[config.mk]
export PLATFORM = sky130hd
export DESIGN_NAME = sad_decoder
export DESIGN_NICKNAME = d
export VERILOG_FILES = /design/src/sad_pkg.sv /design/src/sad_decoder.sv /design/src/sad_port_checker.sv
export SDC_FILE = /design/constraint.sdc
export NUM_CORES = 2
export LEC_CHECK = 0
export BUFFER_PORTS_ARGS = -buffer_cell sky130_fd_sc_hd__buf_4
export CAP_MARGIN = 10
export CORE_AREA = 2 2 600 602
export DETAILED_ROUTE_END_ITERATION = 16
export DIE_AREA = 0 0 602 604
export GPL_TIMING_DRIVEN = 0
export PLACE_DENSITY = 0.3
export SLEW_MARGIN = 20
export SYNTH_ARGS = -nofsm -noshare
export SYNTH_HDL_FRONTEND = slang
export SYNTH_HIERARCHICAL = 1
export SYNTH_SLANG_ARGS = --single-unit
export TNS_END_PERCENT = 10
[constraint.sdc]
create_clock -name i_core_clk -period 0.92 [get_ports i_core_clk]
set_input_delay 0.184 -clock i_core_clk [delete_from_list [all_inputs] [get_ports i_core_clk]]
set_output_delay 0.184 -clock i_core_clk [all_outputs]
set_load 0.01 [all_outputs]
[src/sad_pkg.sv]
package sad_pkg;

  // Bus masters seen by the decoder
  localparam int NMST  = 3;
  localparam int M_CB  = 0;
  localparam int M_DB  = 1;
  localparam int M_DSP = 2;

  // Security attribute bit of the address
  localparam int          SEC_BIT      = 28;
  localparam logic [31:0] SEC_BIT_MASK = 32'h1000_0000;
  localparam logic [31:0] NIB_OFF_MASK = 32'h0FFF_FFFF;

  // Top nibble of each bus region, attribute bit cleared
  localparam logic [3:0] CODE_NIB = 4'h0;
  localparam logic [3:0] DATA_NIB = 4'h2;
  localparam logic [3:0] PERI_NIB = 4'h4;

  // Shared RAM size and port partition boundaries
  localparam logic [31:0] RAM_SIZE   = 32'h0048_0000;
  localparam logic [31:0] RAM_P1     = 32'h0001_0000;
  localparam logic [31:0] RAM_P2     = 32'h0002_0000;
  localparam logic [31:0] RAM_P3     = 32'h0004_0000;
  localparam logic [31:0] RAM_P4     = 32'h0008_0000;
  localparam logic [31:0] RAM_P5     = 32'h0010_0000;

  // Other memory windows
  localparam logic [31:0] ROM_BASE   = 32'h0300_0000;
  localparam logic [31:0] ROM_MASK   = 32'hFFFC_0000;
  localparam logic [31:0] FLASH_BASE = 32'h0800_0000;
  localparam logic [31:0] DFL_BASE   = 32'h2800_0000;
  localparam logic [31:0] FLASH_MASK = 32'hF800_0000;
  localparam logic [31:0] TCMD_BASE  = 32'h2400_0000;
  localparam logic [31:0] TCMI_BASE  = 32'h2402_0000;
  localparam logic [31:0] TCM_MASK   = 32'hFFFF_0000;

  // Peripheral areas
  localparam logic [31:0] APB_BASE   = 32'h4000_0000;
  localparam logic [31:0] APB_MASK   = 32'hFFF8_0000;
  localparam logic [31:0] APB_HOLE   = 32'h0004_0000;
  localparam int          APB_SLOT_LSB = 12;
  localparam int          APB_SLOT_W   = 6;
  localparam logic [31:0] AHB_BASE   = 32'h4010_0000;
  localparam logic [31:0] AHB_END    = 32'h4016_0000;

  // Port checker granularity
  localparam int NRANGE    = 32;
  localparam int RANGE_LSB = 12;
  localparam int RULE_W    = 2 * NRANGE;
  localparam int NPORT     = 16;

  // Protection unit geometry
  localparam int         MPU_NRGN     = 8;
  localparam int         MPU_NSUB     = 8;
  localparam logic [4:0] MPU_MIN_LOG2 = 5'h08;
  localparam logic [4:0] MPU_SUB_BITS = 5'h03;

  typedef enum logic [3:0] {
    SAD_P_NONE  = 4'h0,
    SAD_P_RAM0  = 4'h1,
    SAD_P_RAM1  = 4'h2,
    SAD_P_RAM2  = 4'h3,
    SAD_P_RAM3  = 4'h4,
    SAD_P_RAM4  = 4'h5,
    SAD_P_RAM5  = 4'h6,
    SAD_P_ROM   = 4'h7,
    SAD_P_FLASH = 4'h8,
    SAD_P_TCM   = 4'h9,
    SAD_P_APB   = 4'hA,
    SAD_P_AHB   = 4'hB,
    SAD_P_DRAM  = 4'hC
  } sad_port_t;

  typedef enum logic [1:0] {
    SAD_RC_NS  = 2'h0,
    SAD_RC_S   = 2'h1,
    SAD_RC_NSC = 2'h2,
    SAD_RC_BLK = 2'h3
  } sad_rule_t;

endpackage

[src/sad_decoder.sv]
`timescale 1ns/1ps
module sad_decoder (
  // Clock and reset
  input  wire logic         i_core_clk,
  input  wire logic         i_resetn,
  // CPU code bus request
  input  wire logic         i_cb_req,
  input  wire logic [31:0]  i_cb_addr,
  input  wire logic         i_cb_write,
  input  wire logic         i_cb_fetch,
  // CPU data bus request
  input  wire logic         i_db_req,
  input  wire logic [31:0]  i_db_addr,
  input  wire logic         i_db_write,
  // DSP request
  input  wire logic         i_dsp_req,
  input  wire logic [31:0]  i_dsp_addr,
  input  wire logic         i_dsp_write,
  // Port checker range tables, 64 bits per port
  input  wire logic [1023:0] i_chk_rules,
  // Protection unit setup
  input  wire logic         i_mpu_enable,
  input  wire logic [7:0]   i_mpu_rgn_en,
  input  wire logic [255:0] i_mpu_base,
  input  wire logic [39:0]  i_mpu_size,
  input  wire logic [63:0]  i_mpu_sub_dis,
  input  wire logic [7:0]   i_mpu_ro,
  // Code bus answer
  output logic              o_cb_done,
  output logic              o_cb_stall,
  output logic              o_cb_buserr,
  output logic              o_cb_mmfault,
  output logic [3:0]        o_cb_port,
  output logic              o_cb_secure,
  // Data bus answer
  output logic              o_db_done,
  output logic              o_db_stall,
  output logic              o_db_buserr,
  output logic              o_db_mmfault,
  output logic [3:0]        o_db_port,
  output logic              o_db_secure,
  output logic [5:0]        o_db_slot,
  // DSP answer
  output logic              o_dsp_done,
  output logic              o_dsp_stall,
  output logic              o_dsp_buserr,
  output logic [3:0]        o_dsp_port
);

  localparam int NM = sad_pkg::NMST;
  localparam int RW = $clog2(sad_pkg::NRANGE);

  logic [NM-1:0]      req_w;
  logic [NM-1:0]      wr_w;
  logic [NM-1:0]      fetch_w;
  logic [31:0]        addr_w [NM];

  sad_pkg::sad_port_t port_c [NM];
  logic [RW-1:0]      range_c [NM];
  logic [sad_pkg::RULE_W-1:0] rules_c [NM];
  logic [NM-1:0]      sec_c;
  logic [NM-1:0]      chk_c;
  logic [NM-1:0]      allow_c;
  logic [NM-1:0]      mmf_c;
  logic [NM-1:0]      unm_c;
  logic [NM-1:0]      ok_c;
  logic [NM-1:0]      stall_c;

  logic [NM-1:0]      done_r;
  logic [NM-1:0]      stall_r;
  logic [NM-1:0]      buserr_r;
  logic [NM-1:0]      mmf_r;
  logic [NM-1:0]      sec_r;
  sad_pkg::sad_port_t port_r [NM];
  logic [5:0]         slot_r;
  sad_pkg::sad_port_t alt_port_r;

  assign req_w   = {i_dsp_req, i_db_req, i_cb_req};
  assign wr_w    = {i_dsp_write, i_db_write, i_cb_write};
  assign fetch_w = {1'b0, 1'b0, i_cb_fetch};
  assign addr_w[sad_pkg::M_CB]  = i_cb_addr;
  assign addr_w[sad_pkg::M_DB]  = i_db_addr;
  assign addr_w[sad_pkg::M_DSP] = i_dsp_addr;

  // Shared RAM offset to matrix slave port
  function automatic sad_pkg::sad_port_t ram_part(input logic [31:0] off);
    sad_pkg::sad_port_t p;
    if (off < sad_pkg::RAM_P1)
      p = sad_pkg::SAD_P_RAM0;
    else if (off < sad_pkg::RAM_P2)
      p = sad_pkg::SAD_P_RAM1;
    else if (off < sad_pkg::RAM_P3)
      p = sad_pkg::SAD_P_RAM2;
    else if (off < sad_pkg::RAM_P4)
      p = sad_pkg::SAD_P_RAM3;
    else if (off < sad_pkg::RAM_P5)
      p = sad_pkg::SAD_P_RAM4;
    else
      p = sad_pkg::SAD_P_RAM5;
    return p;
  endfunction

  // Address to slave port for one master
  function automatic sad_pkg::sad_port_t dec(input logic [31:0] addr,
                                             input int m);
    logic [31:0]        a;
    logic [31:0]        off;
    logic               dsp;
    sad_pkg::sad_port_t p;
    dsp = (m == sad_pkg::M_DSP);
    // Bit 28 is an attribute only, the DSP has no alias
    a   = dsp ? addr : (addr & ~sad_pkg::SEC_BIT_MASK);
    off = a & sad_pkg::NIB_OFF_MASK;
    p   = sad_pkg::SAD_P_NONE;
    if (a[31:28] == sad_pkg::CODE_NIB && m != sad_pkg::M_DB)
    begin
      if (off < sad_pkg::RAM_SIZE)
        p = dsp ? sad_pkg::SAD_P_DRAM : ram_part(off);
      else if (!dsp && (a & sad_pkg::ROM_MASK) == sad_pkg::ROM_BASE)
        p = sad_pkg::SAD_P_ROM;
      else if ((a & sad_pkg::FLASH_MASK) == sad_pkg::FLASH_BASE)
        p = sad_pkg::SAD_P_FLASH;
    end
    else if (a[31:28] == sad_pkg::DATA_NIB && m != sad_pkg::M_CB)
    begin
      if (off < sad_pkg::RAM_SIZE)
        p = dsp ? sad_pkg::SAD_P_DRAM : ram_part(off);
      else if (!dsp && ((a & sad_pkg::TCM_MASK) == sad_pkg::TCMD_BASE ||
                        (a & sad_pkg::TCM_MASK) == sad_pkg::TCMI_BASE))
        p = sad_pkg::SAD_P_TCM;
      else if (dsp && (a & sad_pkg::FLASH_MASK) == sad_pkg::DFL_BASE)
        p = sad_pkg::SAD_P_FLASH;
    end
    else if (a[31:28] == sad_pkg::PERI_NIB && m != sad_pkg::M_CB)
    begin
      if ((a & sad_pkg::APB_MASK) == sad_pkg::APB_BASE)
        p = ((a & sad_pkg::APB_HOLE) == 32'h0000_0000) ?
            sad_pkg::SAD_P_APB : sad_pkg::SAD_P_NONE;
      else if (a >= sad_pkg::AHB_BASE && a < sad_pkg::AHB_END)
        p = sad_pkg::SAD_P_AHB;
    end
    return p;
  endfunction

  // Protection unit lookup, high means the access faults
  function automatic logic mpu_fault(input logic [31:0] a,
                                     input logic wr);
    logic        hit;
    logic        bad;
    logic [4:0]  sz;
    logic [2:0]  sub;
    logic [31:0] msk;
    logic [31:0] base;
    hit = 1'b0;
    bad = 1'b0;
    for (int r = 0; r < sad_pkg::MPU_NRGN; r++)
    begin
      sz = i_mpu_size[r*5 +: 5];
      if (sz < sad_pkg::MPU_MIN_LOG2)
        sz = sad_pkg::MPU_MIN_LOG2;
      msk  = 32'hFFFF_FFFF << sz;
      base = i_mpu_base[r*32 +: 32];
      sub  = 3'(a >> (sz - sad_pkg::MPU_SUB_BITS));
      if (i_mpu_rgn_en[r] && (a & msk) == (base & msk) &&
          !i_mpu_sub_dis[r*sad_pkg::MPU_NSUB + int'(sub)])
      begin
        hit = 1'b1;
        if (wr && i_mpu_ro[r])
          bad = 1'b1;
      end
    end
    return !hit || bad;
  endfunction

  // Decode every master in parallel
  always_comb
  begin
    for (int m = 0; m < NM; m++)
    begin
      port_c[m]  = dec(addr_w[m], m);
      sec_c[m]   = (m != sad_pkg::M_DSP) &&
                   addr_w[m][sad_pkg::SEC_BIT];
      range_c[m] = addr_w[m][sad_pkg::RANGE_LSB +: RW];
      rules_c[m] = i_chk_rules[32'(port_c[m]) * sad_pkg::RULE_W +:
                               sad_pkg::RULE_W];
      unm_c[m]   = (port_c[m] == sad_pkg::SAD_P_NONE);
      mmf_c[m]   = (m != sad_pkg::M_DSP) && i_mpu_enable &&
                   mpu_fault(addr_w[m], wr_w[m]);
    end
  end

  genvar g;
  generate
    for (g = 0; g < NM; g++)
    begin : g_chk
      sad_port_checker #(
        .NRANGE (sad_pkg::NRANGE)
      ) u_chk (
        .i_rules  (rules_c[g]),
        .i_range  (range_c[g]),
        .i_secure (sec_c[g]),
        .i_fetch  (fetch_w[g]),
        .o_allow  (chk_c[g])
      );
    end
  endgenerate

  // Direct DSP RAM path skips the checker
  always_comb
  begin
    for (int m = 0; m < NM; m++)
    begin
      allow_c[m] = (port_c[m] == sad_pkg::SAD_P_DRAM) | chk_c[m];
      ok_c[m]    = req_w[m] && !mmf_c[m] && !unm_c[m] && allow_c[m];
    end
  end

  // Fixed priority data bus, code bus, DSP on a shared slave port
  always_comb
  begin
    stall_c = '0;
    for (int m = 0; m < NM; m++)
    begin
      for (int k = 0; k < NM; k++)
      begin
        if (k != m && k != sad_pkg::M_DSP && m != sad_pkg::M_DB &&
            ok_c[k] && port_c[k] == port_c[m] &&
            port_c[m] != sad_pkg::SAD_P_DRAM)
          stall_c[m] = 1'b1;
      end
    end
  end

  // Answer flags
  always_ff @(posedge i_core_clk or negedge i_resetn)
  begin
    if (!i_resetn)
    begin
      done_r   <= '0;
      stall_r  <= '0;
      buserr_r <= '0;
      mmf_r    <= '0;
    end
    else
    begin
      for (int m = 0; m < NM; m++)
      begin
        done_r[m]   <= (ok_c[m] && !stall_c[m]) ||
                       (m == sad_pkg::M_DSP && req_w[m] && unm_c[m]);
        stall_r[m]  <= ok_c[m] && stall_c[m];
        buserr_r[m] <= req_w[m] && !mmf_c[m] &&
                       ((unm_c[m] && m != sad_pkg::M_DSP) ||
                        (!unm_c[m] && !allow_c[m]));
        mmf_r[m]    <= req_w[m] && mmf_c[m];
      end
    end
  end

  // Selected port and attribute
  always_ff @(posedge i_core_clk or negedge i_resetn)
  begin
    if (!i_resetn)
    begin
      for (int m = 0; m < NM; m++)
        port_r[m] <= sad_pkg::SAD_P_NONE;
      sec_r <= '0;
    end
    else
    begin
      for (int m = 0; m < NM; m++)
        port_r[m] <= req_w[m] ? port_c[m] : sad_pkg::SAD_P_NONE;
      sec_r <= req_w & sec_c;
    end
  end

  // APB slot index of the data bus
  always_ff @(posedge i_core_clk or negedge i_resetn)
  begin
    if (!i_resetn)
      slot_r <= 6'h00;
    else if (i_db_req)
      slot_r <= i_db_addr[sad_pkg::APB_SLOT_LSB +: sad_pkg::APB_SLOT_W];
  end

  assign o_cb_done    = done_r[sad_pkg::M_CB];
  assign o_cb_stall   = stall_r[sad_pkg::M_CB];
  assign o_cb_buserr  = buserr_r[sad_pkg::M_CB];
  assign o_cb_mmfault = mmf_r[sad_pkg::M_CB];
  assign o_cb_port    = port_r[sad_pkg::M_CB];
  assign o_cb_secure  = sec_r[sad_pkg::M_CB];
  assign o_db_done    = done_r[sad_pkg::M_DB];
  assign o_db_stall   = stall_r[sad_pkg::M_DB];
  assign o_db_buserr  = buserr_r[sad_pkg::M_DB];
  assign o_db_mmfault = mmf_r[sad_pkg::M_DB];
  assign o_db_port    = port_r[sad_pkg::M_DB];
  assign o_db_secure  = sec_r[sad_pkg::M_DB];
  assign o_db_slot    = slot_r;
  assign o_dsp_done   = done_r[sad_pkg::M_DSP];
  assign o_dsp_stall  = stall_r[sad_pkg::M_DSP];
  assign o_dsp_buserr = buserr_r[sad_pkg::M_DSP];
  assign o_dsp_port   = port_r[sad_pkg::M_DSP];

  // Port of the other alias, for checking only
  always_ff @(posedge i_core_clk or negedge i_resetn)
  begin
    if (!i_resetn)
      alt_port_r <= sad_pkg::SAD_P_NONE;
    else
      alt_port_r <= dec(i_cb_addr ^ sad_pkg::SEC_BIT_MASK, sad_pkg::M_CB);
  end
endmodule

[src/sad_port_checker.sv]
`timescale 1ns/1ps
module sad_port_checker #(
  parameter int NRANGE = 32
) (
  // Range table of the selected port
  input  wire logic [2*NRANGE-1:0]       i_rules,
  // Access attributes
  input  wire logic [$clog2(NRANGE)-1:0] i_range,
  input  wire logic                      i_secure,
  input  wire logic                      i_fetch,
  // Verdict
  output logic                           o_allow
);

  sad_pkg::sad_rule_t rule;

  always_comb
  begin
    rule = sad_pkg::sad_rule_t'(i_rules[2*i_range +: 2]);
    case (rule)
      sad_pkg::SAD_RC_NS:  o_allow = !i_secure;
      sad_pkg::SAD_RC_S:   o_allow = i_secure;
      // Non-secure code may only enter by fetching
      sad_pkg::SAD_RC_NSC: o_allow = i_secure | i_fetch;
      default:             o_allow = 1'b0;
    endcase
  end

endmodule

==> summary.md <==
| Metric | Value |
|---|---|
| Outcome | finished, violations left |
| Failing checks | setup timing |
| Die X | 602 µm |
| Pin count of the biggest net entering global routing | 31 |
| Crit path capture type | flip-flop |
| Clk slew on worst S/H paths | 0.05 ns |
| Ys flop type | dfrtp_1 |
| Synthesized flop and latch total | 30 |
| Crit Path Max Fanout | 10 |
| Final worst path period need | 5.00 ns |
| Synth warn | 6 |
| Worst-Margin Slew | 1.31 ns |
| Crit-path leading delay family | compound AO/OA/AOI/OAI gates |
| Slew HR | 0.126 |
| WP data arrival | 5.22 ns |
| Worst path slowest cell | a221oi_4 |
| CP startpoint kind | primary input |
| Number of setup violations in the final report | 60 |
| Static Leakage | 27.1 nW |
| Area delta synth->final | 69.5% |
| Core Box Area | 358000 µm² |
| CP max stage delay | 0.47 ns |
| DR DRC count | 0 |
| Critical setup path kind | primary input to flip-flop |
| CP Buf/Inv Count | 6 |
| Initial drt markers | 8601 |
| Routed WL per cell | 46.3 µm |
| Die ar. | 364000 µm² |
| Final hold violations | 0 |
| Final period utilization | 5.44 |
| First-pass GRT wire length | 732 mm |
| H-tree depth | 2 |
| DR pass1 iterations | 7 |
| Layout cell share with drive strength beyond 1 | 0.379 |
| Port Buf Inserts | 1235 |
| Final setup margin | -4.08 ns |
| EDFF count, synth | 0 |
| Post-synthesis sequential area ratio | 0.0185 |
| Initial antenna violation count | 175 |
| Worst Hold Class | primary input to flip-flop |
| Final wirelength | 590 mm |
| Initial Utilization | 0.113 |
| CTS root buffer | clkbuf_16 |
| Worst skew pair latency | 0.27 ns |
| Vias in the first global route | 64421 |
| P per Cell Area | 650 nW/µm² |
| CTS Buf Count | 5 |
| Worst-case clock buffer depth | 2 |
| CP Data Required Time | 1.14 ns |
| Standard-cell rows | 220 |
| RSZ-0062 raised after global routing | true |
| Vias | 66841 |
| # IOs | 1537 |
| Max-cap viol count | 0 |
| Final number of max-transition violations | 0 |
| Asr flop ratio synth | 1.00 |
| CTS tree | done |
| DP HPWL | 482 mm |
| Die height | 604 µm |
| GRT Residual Overflow | 0 |
| Fin util | 0.192 |
| Via/cell ratio | 5.25 |
| CTS sink cnt | 30 |
| Final Total Pwr | 44.6 mW |
| Post-Syn Area | 40500 µm² |
| Yosys cell types | 104 |
| All-Layer GR Usage | 0.309 |
| Fmax | 0.200 GHz |
| Skew final | 0 ns |
| Synth Area per Inst | 6.34 µm² |
| Post-Syn Instances | 6382 |
| # nets final | 9413 |
| Peak VDD IR | 0.509 mV |
| Gpl congestion | 1.01 |
| DRT antenna net count | 0 |
-- cell type report --
class                      count  area, µm²
tap                         4773       5970
fill                       40694     289000
clock buffer                   6        139
timing repair buffer        1496      12700
sequential                    30        751
buffer                       710       7640
inverter                      89        382
multi-input combinational   5546      40800
antenna                       81        203
clock inverter                 2       12.5
-- through the flow --
stage          cell area [µm²]  setup TNS, ns  instances  hold slack (ns)  setup slack, ns
5_1_grt                  68500         -57.95      12701            0.222            -4.10
2_1_floorplan            41300         -49.50       6385           -0.112            -3.39
3_3_place_gp             56500        -175.38      12393            0.145           -10.26
3_5_place_dp             58000        -133.84      12446            0.144            -8.90
4_1_cts                  67800         -57.40      12644            0.220            -3.96
6_report                 68600         -57.03      12733            0.224            -4.08
-- path summary, 6_finish.rpt --
path	to	cells past startpoint	start	slack, ns
max in group asynchronous	buserr_r[2]	2	i_resetn	0.22
setup reg to reg	o_db_slot[1]	1	o_db_slot[1]	0.11
hold / removal	sec_r[0]	2	i_cb_req	0.22
setup / recovery	stall_r[2]	26	i_db_addr[25]	-4.08
min in group asynchronous	o_cb_port[3]	2	i_resetn	0.39
hold reg to reg	o_db_slot[4]	1	o_db_slot[4]	0.54
-- routing by layer --
| layer | share of wire | vias up | global-route usage |
|---|---|---|---|
| li1 | - | 26542 | - |
| met1 | 0.35 | 33701 | 0.331 |
| met2 | 0.48 | 5127 | 0.534 |
| met3 | 0.072 | 1439 | 0.0543 |
| met4 | 0.099 | 32 | 0.252 |
| met5 | 0.00036 | - | 0 |
-- placed cells by master (no fill, tap or decap), types with 54 or more instances in the layout --
cell type,instances
a211oi_1,59
a21oi_1,306
a22oi_1,64
a311oi_1,73
a31oi_1,128
buf_12,76
buf_4,1389
buf_6,81
clkbuf_1,126
clkbuf_16,116
clkbuf_2,129
clkbuf_4,85
clkbuf_8,95
diode_2,81
inv_1,65
mux2_2,70
mux2i_1,376
mux4_2,212
nand2_1,1163
nand2_2,60
nand3_1,311
nor2_1,605
nor3_1,79
o21ai_0,374
o21ai_1,54
o221ai_1,98
o22ai_1,108
xnor2_1,180
xor2_1,206
-- cells by family (layout without fill, tap and decap cells) --
family                   Yosys count  count (layout)  share of synthesized area
adder cells (fa/ha/maj)           33              33                    0.00995
buffers and inverters            809            2303                     0.0792
AND/OR/NAND/NOR                 2695            2695                      0.286
flip-flops                        30              30                     0.0185
XOR/XNOR                         386             386                     0.0835
other                              1              85                  0.0000926
AO/OA/AOI/OAI                   1736            1736                      0.280
multiplexers                     692             692                      0.242
-- power by group --
| part | internal (mW) | switching [mW] | total, mW |
|---|---|---|---|
| sequential | 1.37 | 0.0383 | 1.41 |
| combinational | 16.5 | 25.0 | 41.5 |
| clock | 1.07 | 0.605 | 1.67 |
| total | 19.0 | 25.6 | 44.6 |
-- cell usage after synthesis (all sizes together) (94+ instances only) --
library cell	count	area share
o22ai	126	0.019
xnor2	180	0.039
buf	154	0.018
xor2	206	0.045
a31oi	131	0.020
nor3	94	0.012
o21ai	487	0.061
mux2i	399	0.099
a21oi	334	0.041
a311oi	141	0.031
clkbuf	566	0.053
o221ai	101	0.022
mux4	220	0.12
nand3	402	0.050
nor2	665	0.062
nand2	1256	0.12
-- sequential cells by signal, indices dropped and copies added (netlist names) --
signal      flops
o_db_slot       6
o_cb_port       4
o_db_port       4
o_dsp_port      4
buserr_r        3
done_r          3
mmf_r           2
sec_r           2
stall_r         2
-- repair_timing --
| item | in CTS | in global routing |
|---|---|---|
| hold buffers | 1 | 0 |
| pin swaps | 229 | 36 |
| endpoints found under the setup margin | 60 | 60 |
| gates resized for setup | 1748 | 200 |
| cloned | 17 | 1 |
| endpoints found under the hold margin | 30 | 0 |
| setup buffers | 184 | 7 |
(Power assumes the default switching activity.)
